## src/common/sdc_pkg.sv

```systemverilog
// package for the sdram command decoder
package sdc_pkg;
   localparam int ROW_W = 14;
   localparam int COL_W = 10;
   localparam int AP_BIT = 10;
   localparam int BA_W = 3;
   localparam int BA_W_SMALL = 2;
   localparam int DENSITY_1GB_MBIT = 1024;
   localparam int DENSITY_DEFAULT_MBIT = 256;
   localparam logic [BA_W-1:0] BA_RESET = 3'h0;
   localparam logic [ROW_W-1:0] ADDR_RESET = 14'h0000;

   typedef enum logic [13:0] {
      SDC_NONE      = 14'h0001,
      SDC_DESELECT  = 14'h0002,
      SDC_NOP       = 14'h0004,
      SDC_MODE_LOAD = 14'h0008,
      SDC_REFRESH   = 14'h0010,
      SDC_SR_ENTRY  = 14'h0020,
      SDC_SR_EXIT   = 14'h0040,
      SDC_PRE_BANK  = 14'h0080,
      SDC_PRE_ALL   = 14'h0100,
      SDC_ACTIVATE  = 14'h0200,
      SDC_READ      = 14'h0400,
      SDC_WRITE     = 14'h0800,
      SDC_PD_ENTRY  = 14'h1000,
      SDC_PD_EXIT   = 14'h2000
   } sdc_cmd_t;

   typedef enum logic [2:0] {
      SDC_ST_ACTIVE = 3'h1,
      SDC_ST_PDOWN  = 3'h2,
      SDC_ST_SREF   = 3'h4
   } sdc_pwr_t;

   typedef struct packed {
      logic cs_n;
      logic ras_n;
      logic cas_n;
      logic we_n;
   } sdc_pins_t;

   typedef struct packed {
      sdc_cmd_t cmd;
      logic [BA_W-1:0] bank;
      logic [ROW_W-1:0] addr;
      logic auto_pre;
      logic illegal;
   } sdc_dec_t;
endpackage : sdc_pkg

```

## src/hw/sdc_decoder.sv

```systemverilog
// command decode stage of a ddr sdram with four banks, or eight when DENSITY_MBIT is 1024 or more
`timescale 1ns/1ns
module sdc_decoder #(
   parameter int DENSITY_MBIT = sdc_pkg::DENSITY_DEFAULT_MBIT,
   parameter int COL_BITS = sdc_pkg::COL_W
) (
   // clock and reset
   input wire logic clock,
   input wire logic rst,
   // command pins
   input wire logic cke,
   input wire sdc_pkg::sdc_pins_t pins,
   input wire logic [sdc_pkg::BA_W-1:0] bank_addr,
   input wire logic [sdc_pkg::ROW_W-1:0] addr,
   input wire logic odt_req,
   // decoded command
   output sdc_pkg::sdc_dec_t dec,
   output logic refresh_run,
   output logic odt_en,
   output sdc_pkg::sdc_pwr_t pwr_state
);
   import sdc_pkg::*;

   initial begin
      if (COL_BITS < 1 || COL_BITS > AP_BIT || DENSITY_MBIT < 1) begin
         $error("sdc_decoder: unsupported parameters");
      end
   end

   localparam logic [BA_W-1:0] BA_MASK = (DENSITY_MBIT >= DENSITY_1GB_MBIT) ? 3'h7 : 3'h3;
   localparam logic [ROW_W-1:0] COL_MASK = ROW_W'((1 << COL_BITS) - 1);

   logic cke_prev_r;
   sdc_dec_t dec_r;
   sdc_dec_t dec_nxt;
   sdc_pwr_t pwr_r;
   sdc_pwr_t pwr_nxt;
   logic odt_r;
   logic refresh_r;
   logic idle_code;
   logic [BA_W-1:0] ba_used;

   // previous enable level
   always_ff @(posedge clock) begin
      if (rst) begin
         cke_prev_r <= 1'b0;
      end else begin
         cke_prev_r <= cke;
      end
   end

   assign idle_code = pins.cs_n || (pins.ras_n && pins.cas_n && pins.we_n);
   assign ba_used = bank_addr & BA_MASK;

   // command classification; odt_req deliberately not read
   always_comb begin
      dec_nxt.cmd = SDC_NONE;
      dec_nxt.bank = BA_RESET;
      dec_nxt.addr = ADDR_RESET;
      dec_nxt.auto_pre = 1'b0;
      dec_nxt.illegal = 1'b0;
      pwr_nxt = pwr_r;
      if (cke_prev_r && !cke) begin
         if (!pins.cs_n && !pins.ras_n && !pins.cas_n && pins.we_n && pwr_r == SDC_ST_ACTIVE) begin
            dec_nxt.cmd = SDC_SR_ENTRY;
            pwr_nxt = SDC_ST_SREF;
         end else if (idle_code && pwr_r == SDC_ST_ACTIVE) begin
            dec_nxt.cmd = SDC_PD_ENTRY;
            pwr_nxt = SDC_ST_PDOWN;
         end else begin
            dec_nxt.illegal = 1'b1;
         end
      end else if (!cke_prev_r && cke) begin
         if (idle_code && pwr_r == SDC_ST_SREF) begin
            dec_nxt.cmd = SDC_SR_EXIT;
            pwr_nxt = SDC_ST_ACTIVE;
         end else if (idle_code && pwr_r == SDC_ST_PDOWN) begin
            dec_nxt.cmd = SDC_PD_EXIT;
            pwr_nxt = SDC_ST_ACTIVE;
         end else if (idle_code) begin
            dec_nxt.cmd = SDC_NOP;
         end else begin
            dec_nxt.illegal = 1'b1;
         end
      end else if (!cke_prev_r) begin
         dec_nxt.cmd = SDC_NONE; // enable held low, power state kept as it was
      end else if (pins.cs_n) begin
         dec_nxt.cmd = SDC_DESELECT;
      end else begin
         case ({pins.ras_n, pins.cas_n, pins.we_n})
            3'h0: begin
               dec_nxt.cmd = SDC_MODE_LOAD;
               dec_nxt.bank = ba_used;
               dec_nxt.addr = addr;
            end
            3'h1: dec_nxt.cmd = SDC_REFRESH;
            3'h2: begin
               if (addr[AP_BIT]) begin
                  dec_nxt.cmd = SDC_PRE_ALL;
               end else begin
                  dec_nxt.cmd = SDC_PRE_BANK;
                  dec_nxt.bank = ba_used;
               end
            end
            3'h3: begin
               dec_nxt.cmd = SDC_ACTIVATE;
               dec_nxt.bank = ba_used;
               dec_nxt.addr = addr;
            end
            3'h4: begin
               dec_nxt.cmd = SDC_WRITE;
               dec_nxt.bank = ba_used;
               dec_nxt.addr = addr & COL_MASK;
               dec_nxt.auto_pre = addr[AP_BIT];
            end
            3'h5: begin
               dec_nxt.cmd = SDC_READ;
               dec_nxt.bank = ba_used;
               dec_nxt.addr = addr & COL_MASK;
               dec_nxt.auto_pre = addr[AP_BIT];
            end
            3'h7: dec_nxt.cmd = SDC_NOP;
            default: dec_nxt.illegal = 1'b1;
         endcase
         if (pwr_r != SDC_ST_ACTIVE) begin
            dec_nxt.cmd = SDC_NONE;
            dec_nxt.illegal = 1'b1;
         end
      end
   end

   // registered decode, one per edge
   always_ff @(posedge clock) begin
      if (rst) begin
         dec_r <= '{cmd: SDC_NONE, bank: BA_RESET, addr: ADDR_RESET, auto_pre: 1'b0, illegal: 1'b0};
      end else begin
         dec_r <= dec_nxt;
      end
   end

   // power state
   always_ff @(posedge clock) begin
      if (rst) begin
         pwr_r <= SDC_ST_ACTIVE;
      end else begin
         case (pwr_nxt)
            SDC_ST_ACTIVE: pwr_r <= SDC_ST_ACTIVE;
            SDC_ST_PDOWN: pwr_r <= SDC_ST_PDOWN;
            SDC_ST_SREF: pwr_r <= SDC_ST_SREF;
            default: pwr_r <= SDC_ST_ACTIVE;
         endcase
      end
   end

   // internal refresh engine run level
   always_ff @(posedge clock) begin
      if (rst) begin
         refresh_r <= 1'b0;
      end else begin
         refresh_r <= (pwr_nxt == SDC_ST_SREF);
      end
   end

   // termination enable
   always_ff @(posedge clock) begin
      if (rst) begin
         odt_r <= 1'b0;
      end else begin
         odt_r <= odt_req && (pwr_nxt != SDC_ST_SREF);
      end
   end

   assign dec = dec_r;
   assign pwr_state = pwr_r;
   assign refresh_run = refresh_r;
   assign odt_en = odt_r;
endmodule : sdc_decoder

```

## config.mk

```make
export PLATFORM = sky130hd
export DESIGN_NAME = sdc_decoder
export DESIGN_NICKNAME = d
export VERILOG_FILES = /design/src/common/sdc_pkg.sv /design/src/hw/sdc_decoder.sv
export SDC_FILE = /design/constraint.sdc
export NUM_CORES = 1
export LEC_CHECK = 0
export BUFFER_PORTS_ARGS = -buffer_cell sky130_fd_sc_hd__buf_4
export CAP_MARGIN = 20
export CORE_MARGIN = 3
export CORE_UTILIZATION = 27
export DETAILED_ROUTE_END_ITERATION = 8
export SLEW_MARGIN = 25
export SYNTH_ARGS = -nofsm -noshare
export SYNTH_HDL_FRONTEND = slang
export SYNTH_SLANG_ARGS = --single-unit
```

## constraint.sdc

```tcl
create_clock -name clock -period 3.2 [get_ports clock]
set_clock_uncertainty 0.15 [all_clocks]
set_input_delay 0.16 -clock clock [delete_from_list [all_inputs] [get_ports clock]]
set_output_delay 0.16 -clock clock [all_outputs]
set_load 0.05 [all_outputs]
```

==> qor.csv, run 1 <==
stage,metric,value,unit
sta,Final setup violation count,0,
sta,worst setup margin,0.589,ns
detailed_routing,Detailed Route WL,3500,microns
min_path,Hold Crit Endpoint,dec[24],
clocking,CTS hold repair buffers,21,
clocking,Skew-Pair Late Insertion Delay,0.28,ns
synthesis,Mapped Cells,150,
synthesis,Ys Warns,0,
detailed_routing,DR iter-0 viols,60,
synthesis,Most used DFF post-synth,dfxtp_1,
detailed_routing,WL met2,1570,microns
detailed_routing,Routed Antenna Nets,0,
min_path,worst hold-check path type,input pin to flop,
synthesis,"Distinct cells, synth",40,
global_routing,gr ovfl total,0,
global_routing,initial antenna violation count,0,
detailed_routing,met1 WL,1520,microns
synthesis,Synth top cells by count,"dfxtp_1, and2_1, nor2_1",
detailed_routing,WL per Instance,11.8,microns
detailed_routing,met3 wire len,350,microns
clocking,Clock Pin Slew Worst Setup and Hold Paths,0.07,ns
worst_setup_path,worst flop-to-flop path startpoint,cke_prev_r,
clocking,Resized Gates After CTS,0,
worst_setup_path,reg-to-reg endpoint,dec[22],
synthesis,"EDFF count, synth",0,
sta,TNS Setup,0,ns
worst_setup_path,Crit path arrival time,2.69,ns
power_and_ir_drop,Peak VDD IR,0.194,mV
die,Die Area,6180,sq um
clocking,worst-case clock buffer depth,2,
worst_setup_path,worst reg2reg path depth,7,
clocking,CTS root buf,clkbuf_8,
run,max-cap viol count,0,
die,Die X,78.6,microns
placement,DP HPWL,2400,microns
sta,"Slew Viols, Final",0,
synthesis,syn_nets,177,
clocking,CTS Buf Count,5,
global_routing,GRT Util Overall,0.117,
synthesis,leading area contributor after synthesis,dfxtp_1,
die,Initial Utilization,0.290,
worst_setup_path,Critical Path Start Type,flop,
detailed_routing,Pre-antenna DRT Iters,4,
synthesis,most common cell in the netlist,dfxtp_1,
detailed_routing,top layer reached by signal wires,met4,
die,CORE AREA,4910,sq um
global_routing,first-pass GRT wire length,5740,microns
clocking,H-tree lvl count,2,
synthesis,Netlist Area Pre-Place,1420,sq um
min_path,Hold Startpoint,pins[2],
die,cell row count,25,
sta,Tcrit/Tclk final,0.816,
worst_setup_path,"Worst Path Class, Setup",flop to flop,
cells_and_area,nets,255,
worst_setup_path,maximum fanout along the worst path,6,
sta,RSZ-0062 raised after global routing,no,
cells_and_area,fill count,461,
synthesis,main area contributors after synthesis,"dfxtp_1, and2_1, nor2_1",
global_routing,number of global-route vias before repair,1261,
synthesis,top cell type's share of synthesized area,0.521,
synthesis,Synth async-reset ratio,0,
clocking,CTS sink count,37,
run_status,outcome,"complete, no violations",
worst_setup_path,Crit. End Element,flop,
worst_setup_path,CP Data Required Time,3.28,ns
global_routing,largest net degree at the start of global routing,15,
min_path,Min-Delay Path Depth,2,
power_and_ir_drop,P per Cell Area,471,nW/um^2
sta,Final min period,2.61,ns
placement,Setup Slack @ Placement,1.02,ns
die,Die Ht,78.6,microns
synthesis,sequential area share after synthesis,0.521,
detailed_routing,Vias,1311,
synthesis,Seq cells post-synth,37,
cells_and_area,share of cells above drive strength 1,0.328,
placement,Final GP Congestion,0.839,
die,io pins,63,
cells_and_area,ANT cells,0,
power_and_ir_drop,Leakage Power,1.00,nW
worst_setup_path,flop2flop setup slack,0.59,ns
clocking,CTS tree,yes,
sta,Hold Fails Final Rpt,0,
placement,I/O Buffers,60,
sta,f_max,383,MHz
detailed_routing,vias per inst,4.43,
detailed_routing,DRC Markers,0,
synthesis,Mean Syn Cell Area,9.48,sq um
clocking,Post-CTS Setup Inserts,0,
cells_and_area,area delta synth->final,57.6,%
## state kept, by name, indices dropped and copies added (netlist names)
register / count
cke_prev_r: 1
dec: 32
odt_en: 1
pwr_state: 3
## placed cells by master (no fill, tap or decap), drive strengths merged, types with 2 or more instances in the layout
master,n
a21o,2
a21oi,5
a31oi,4
and2,14
and4,2
buf,60
bufinv,2
clkbuf,5
dfxtp,37
dlygate4sd3,21
ha,2
inv,9
nand2,3
nand2b,4
nand3,3
nand4,2
nor2,13
nor2b,2
nor3,9
nor4,4
o21ai,7
o22ai,2
or3,2
xnor2,2
## worst max-delay path, stage by stage (launching register included)
cell and delay, ns:
dfxtp_1 0.40, inv_1 0.06, ha_1 0.23, nand2b_1 0.20, or4_4 0.46, or3_1 0.40
nor3_2 0.10, dlygate4sd3_1 0.55
## final cells by class
cell class              instances  area [sq um]  area share
flip-flops and latches         37           741       0.330
clock buffers                   5          68.8      0.0307
multi-input cells              94           589       0.263
clock inverters                 3          65.1      0.0290
well taps                      67          83.8      0.0374
repair buffers                 81           661       0.295
inverters                       9          33.8      0.0151
## where the power goes
group | total (W) | switching [W] | internal, W
Sequential | 0.000469 | 0.00000257 | 0.000466
Combinational | 0.000118 | 0.0000614 | 0.0000564
Clock | 0.000468 | 0.000159 | 0.000310
Total | 0.00106 | 0.000223 | 0.000832
## through the flow
step	power, W	hold slack, ns	cells	area, sq um	utilization
2_1_floorplan	0.000540	0.0824	150	1420	-
3_3_place_gp	0.000577	0.208	267	1900	0.386
3_5_place_dp	0.000577	0.205	267	1900	0.386
4_1_cts	0.00107	0.00446	296	2240	0.457
5_1_grt	0.00110	0.0264	296	2240	0.457
6_report	0.00106	0.0130	296	2240	0.457
## worst max-delay path by stage
stage,startpoint,to,slack [ns],cells after the start
finish,cke_prev_r,dec[22],0.59,7
global route,cke_prev_r,dec[22],0.45,7
floorplan,pwr_state[2],odt_en,1.16,6
detailed placement,cke_prev_r,dec[9],1.02,6
CTS,cke_prev_r,dec[22],0.57,7
global placement,cke_prev_r,dec[9],1.05,6
## cells by family after synthesis
family,Yosys count,synth area share
flip-flops,37,0.521
AO/OA/AOI/OAI,25,0.109
other,1,0.00264
XOR/XNOR,3,0.0185
AND/OR/NAND/NOR,63,0.266
buffers and inverters,19,0.0651
adder cells (fa/ha/maj),2,0.0176
## layer usage
metal	vias to the layer above	global-route usage
li1	660	-
met1	585	0.134
met2	59	0.193
met3	7	0.0459
met4	0	0.0490
met5	-	0
(Power assumes the default switching activity.)
==> inputs of run 2 (changes only) <==
==> constraint.sdc (replaced) <==
create_clock -name clock -period 2.6 [get_ports clock]
set_clock_uncertainty 0.15 [all_clocks]
set_input_delay 0.13 -clock clock [delete_from_list [all_inputs] [get_ports clock]]
set_output_delay 0.13 -clock clock [all_outputs]
set_load 0.05 [all_outputs]
==> qor.csv, run 2 (same netlist as run 1, synthesis figures left out) <==
stage,metric,value,unit
worst_setup_path,Crit. End Element,flop,
power_and_ir_drop,Peak VDD IR,0.162,mV
die,Die X,78.6,microns
worst_setup_path,Critical Path Start Type,flop,
detailed_routing,Detailed Route WL,3570,microns
cells_and_area,"commonest non-fill, non-tap cells in the layout","buf_4, dfxtp_1, dlygate4sd3_1",
cells_and_area,ANT cells,0,
detailed_routing,Vias,1303,
cells_and_area,"commonest non-fill, non-tap cell in the layout",buf_4,
cells_and_area,max FFs per register,32,
run,max-cap viol count,0,
sta,"Slew Viols, Final",0,
global_routing,GRT Util Overall,0.119,
power_and_ir_drop,P per Cell Area,493,nW/um^2
sta,RSZ-0062 raised after global routing,no,
detailed_routing,WL per Instance,11.9,microns
placement,I/O Buffers,60,
global_routing,first-pass GRT wire length,5800,microns
sta,Tcrit/Tclk final,0.941,
die,cell row count,25,
detailed_routing,Pre-antenna DRT Iters,4,
detailed_routing,DR iter-0 viols,40,
die,Initial Utilization,0.290,
power_and_ir_drop,Leakage Power,0.996,nW
worst_setup_path,"Worst Path Class, Setup",flop to flop,
die,Die Ht,78.6,microns
sta,worst setup margin,0.154,ns
worst_setup_path,Crit path arrival time,2.53,ns
worst_setup_path,critical-path cell list,"inv_1, ha_1, nand2b_1, or4_4, nor3_4, nand2_1, nor3_1, dlygate4sd3_1",
global_routing,initial antenna violation count,0,
clocking,worst-case clock buffer depth,2,
placement,Final GP Congestion,0.841,
detailed_routing,vias per inst,4.36,
global_routing,largest net degree at the start of global routing,15,
sta,Final min period,2.45,ns
die,CORE AREA,4910,sq um
die,Die Area,6180,sq um
clocking,CTS tree,yes,
worst_setup_path,CP max stage delay,0.55,ns
run_status,outcome,"complete, no violations",
clocking,CTS sink count,37,
worst_setup_path,maximum fanout along the worst path,6,
clocking,Skew-Pair Late Insertion Delay,0.28,ns
worst_setup_path,worst path buffer plus inverter count,2,
worst_setup_path,CP Data Required Time,2.68,ns
min_path,worst hold-check path type,input pin to flop,
clocking,Clock Pin Slew Worst Setup and Hold Paths,0.07,ns
sta,Final setup violation count,0,
placement,DP HPWL,2400,microns
clocking,CTS Buf Count,5,
placement,Setup Slack @ Placement,0.441,ns
cells_and_area,fill count,476,
sta,Hold Fails Final Rpt,0,
global_routing,gr ovfl total,0,
detailed_routing,Routed Antenna Nets,0,
clocking,H-tree lvl count,2,
cells_and_area,area delta synth->final,57.0,%
worst_setup_path,critical path's top delay family,simple AND/OR/NAND/NOR gates,
sta,TNS Setup,0,ns
detailed_routing,DRC Markers,0,
cells_and_area,share of cells above drive strength 1,0.328,
worst_setup_path,CP max stage cell,dlygate4sd3_1,
cells_and_area,nets,258,
die,io pins,63,
clocking,CTS root buf,clkbuf_8,
global_routing,number of global-route vias before repair,1256,
sta,f_max,409,MHz
[run 2: cell types whose count changed in the layout (fill, tap and decap cells not counted)]
cell / previous run / this run
dlygate4sd3_1: 21 / 24
bufinv_16: 2 / 0
clkbuf_1: 0 / 1
clkinv_2: 1 / 2
dfxtp_1: 37 / 36
dfxtp_2: 0 / 1
nor3_1: 8 / 7
nor3_4: 0 / 1
[run 2: metrics by stage]
stage / hold WS, ns / cells / cell area (sq um) / util / total power [W]
finish: 0.209 / 299 / 2230 / 0.455 / 0.00110
CTS: 0.202 / 299 / 2220 / 0.452 / 0.00112
detailed placement: 0.171 / 267 / 1900 / 0.386 / 0.000711
global placement: 0.178 / 267 / 1900 / 0.386 / 0.000711
global route: 0.227 / 299 / 2230 / 0.455 / 0.00116
floorplan: 0.0524 / 150 / 1420 / - / 0.000664
[run 2: area by class of cell]
type / count / area [sq um] / area share
clock buffer: 6 / 72.6 / 0.0325
clock inverter: 2 / 10.0 / 0.00448
inverter: 9 / 33.8 / 0.0151
multi-input combinational: 94 / 601 / 0.269
sequential: 37 / 742 / 0.332
tap: 67 / 83.8 / 0.0375
timing repair buffer: 84 / 691 / 0.309
[run 2: timing repair]
action	4_1_cts	5_1_grt
setup endpoints to repair	0	1
hold buffers	24	0
hold endpoints to repair	24	0
buffers inserted	0	0
gates resized for setup	0	3
[run 2: worst register-to-register path: stages (launching register included)]
cell           delay [ns]
dfxtp_2              0.36
inv_1                0.05
ha_1                 0.23
nand2b_1             0.19
or4_4                0.48
nor3_4               0.18
nand2_1              0.09
nor3_1               0.12
dlygate4sd3_1        0.55
[run 2: final timing paths]
path | endpoint | slack (ns) | depth (start not counted) | startpoint
hold reg to reg | dec[1] | 0.37 | 1 | cke_prev_r
setup / recovery | dec[26] | 0.15 | 8 | cke_prev_r
setup reg to reg | dec[26] | 0.15 | 8 | cke_prev_r
hold / removal | dec[1] | 0.21 | 4 | cke
[run 2: per-layer routing]
metal  routed length [microns]  up-vias  GRT usage
met5                         0        -          0
met4                        57        0     0.0629
met3                       401        6     0.0539
met2                      1620       58      0.183
met1                      1490      569      0.138
li1                          -      670          -
[run 2: report_power, final]
group	internal, W	total (W)	switching (W)	leakage, nW
clock	0.000185	0.000373	0.000188	0.0450
sequential	0.000574	0.000578	0.00000310	0.300
combinational	0.0000725	0.000151	0.0000780	0.651
total	0.000832	0.00110	0.000269	0.996
==> inputs of run 3 (changes only) <==
--- a/config.mk
+++ b/config.mk
@@ -9,6 +9,7 @@
 export CAP_MARGIN = 20
 export CORE_MARGIN = 3
 export CORE_UTILIZATION = 27
+export CTS_BUF_LIST = sky130_fd_sc_hd__clkbuf_4 sky130_fd_sc_hd__clkbuf_8
 export DETAILED_ROUTE_END_ITERATION = 8
 export SLEW_MARGIN = 25
 export SYNTH_ARGS = -nofsm -noshare
==> qor.csv, run 3 (same netlist as run 1, synthesis figures left out) <==
stage,metric,value,unit
run_status,outcome,"complete, no violations",
detailed_routing,WL per Instance,11.9,microns
worst_setup_path,worst reg2reg path depth,8,
clocking,H-tree lvl count,2,
cells_and_area,fill count,477,
clocking,worst-case clock buffer depth,2,
worst_setup_path,Crit path arrival time,2.53,ns
cells_and_area,"commonest non-fill, non-tap cell in the layout",buf_4,
worst_setup_path,Crit. End Element,flop,
detailed_routing,DR iter-0 viols,46,
cells_and_area,Finished Core Util,0.456,
cells_and_area,"Design Area, Final",2240,sq um
die,Die Ht,78.6,microns
sta,Tcrit/Tclk final,0.941,
global_routing,GRT Util Overall,0.119,
sta,f_max,409,MHz
detailed_routing,vias per inst,4.38,
die,CORE AREA,4910,sq um
global_routing,largest net degree at the start of global routing,15,
global_routing,initial antenna violation count,0,
die,Initial Utilization,0.290,
clocking,CTS Buf Count,5,
worst_setup_path,"Worst Path Class, Setup",flop to flop,
cells_and_area,register area,742,sq um
global_routing,first-pass GRT wire length,5800,microns
cells_and_area,area of the multi-input gates,601,sq um
sta,RSZ-0062 raised after global routing,no,
global_routing,gr ovfl total,0,
sta,"Slew Viols, Final",0,
cells_and_area,max FFs per register,32,
power_and_ir_drop,P per Cell Area,497,nW/um^2
worst_setup_path,CP Data Required Time,2.68,ns
sta,TNS Setup,0,ns
cells_and_area,nets,258,
global_routing,number of global-route vias before repair,1256,
die,Die X,78.6,microns
detailed_routing,DRC Markers,0,
worst_setup_path,Critical Path Start Type,flop,
cells_and_area,ANT cells,0,
power_and_ir_drop,Leakage Power,0.999,nW
die,Die Area,6180,sq um
detailed_routing,Detailed Route WL,3570,microns
min_path,Min-Delay Path Depth,4,
power_and_ir_drop,Final Power,0.00111,W
placement,DP HPWL,2400,microns
sta,Final min period,2.45,ns
detailed_routing,Pre-antenna DRT Iters,4,
clocking,CTS tree,yes,
clocking,CTS root buf,clkbuf_8,
detailed_routing,Vias,1309,
placement,Final GP Congestion,0.841,
run,max-cap viol count,0,
clocking,Post-CTS Setup Inserts,0,
die,io pins,63,
cells_and_area,"commonest non-fill, non-tap cells in the layout","buf_4, dfxtp_1, dlygate4sd3_1",
clocking,Skew-Pair Late Insertion Delay,0.28,ns
sta,Hold Fails Final Rpt,0,
cells_and_area,area delta synth->final,57.3,%
clocking,CTS sink count,37,
min_path,worst hold-check path type,input pin to flop,
placement,I/O Buffers,60,
placement,Placed Area,1900,sq um
power_and_ir_drop,Peak VDD IR,0.163,mV
cells_and_area,share of cells above drive strength 1,0.332,
detailed_routing,Routed Antenna Nets,0,
worst_setup_path,maximum fanout along the worst path,6,
sta,Final setup violation count,0,
clocking,Clock Pin Slew Worst Setup and Hold Paths,0.07,ns
die,cell row count,25,
## run 3: critical path: stages (launching register included)
cell,delay [ns]
dfxtp_2,0.36
inv_1,0.05
ha_1,0.22
nand2b_1,0.19
or4_4,0.48
nor3_4,0.18
nand2_1,0.09
nor3_1,0.12
dlygate4sd3_1,0.55
## run 3: repair_timing
action                                  4_1_cts  5_1_grt
gates resized for setup                       0        3
endpoints found under the setup margin        0        1
endpoints found under the hold margin        24        0
hold buffers                                 24        0
## run 3: worst paths after layout
kind         slack [ns]       start      end
min reg2reg        0.37  cke_prev_r   dec[1]
min                0.21         cke   dec[1]
max                0.15  cke_prev_r  dec[26]
max reg2reg        0.15  cke_prev_r  dec[26]
## run 3: power by group
group          internal [W]  total [W]  switching, W
combinational     0.0000725   0.000151     0.0000782
clock              0.000196   0.000383      0.000187
sequential         0.000574   0.000578    0.00000309
## run 3: layer usage
metal | track usage | vias to the layer above | wire length (microns)
met2 | 0.183 | 63 | 1600
met3 | 0.0539 | 6 | 407
met5 | 0 | - | 0
met4 | 0.0629 | 0 | 57
met1 | 0.138 | 571 | 1500
li1 | - | 669 | -
## run 3: stage by stage
stage / setup slack, ns / instances / hold slack, ns
6_report: 0.153 / 299 / 0.209
5_1_grt: 0.0158 / 299 / 0.227
4_1_cts: 0.0407 / 299 / 0.202
3_5_place_dp: 0.441 / 267 / 0.171
3_3_place_gp: 0.439 / 267 / 0.178
2_1_floorplan: 0.565 / 150 / 0.0524
## run 3: final cells by class
cell class / count / area share
clock inverter: 2 / 0.00447
multi-input combinational: 94 / 0.268
clock buffer: 6 / 0.0341
sequential: 37 / 0.332
inverter: 9 / 0.0151
timing repair buffer: 84 / 0.309
tap: 67 / 0.0375
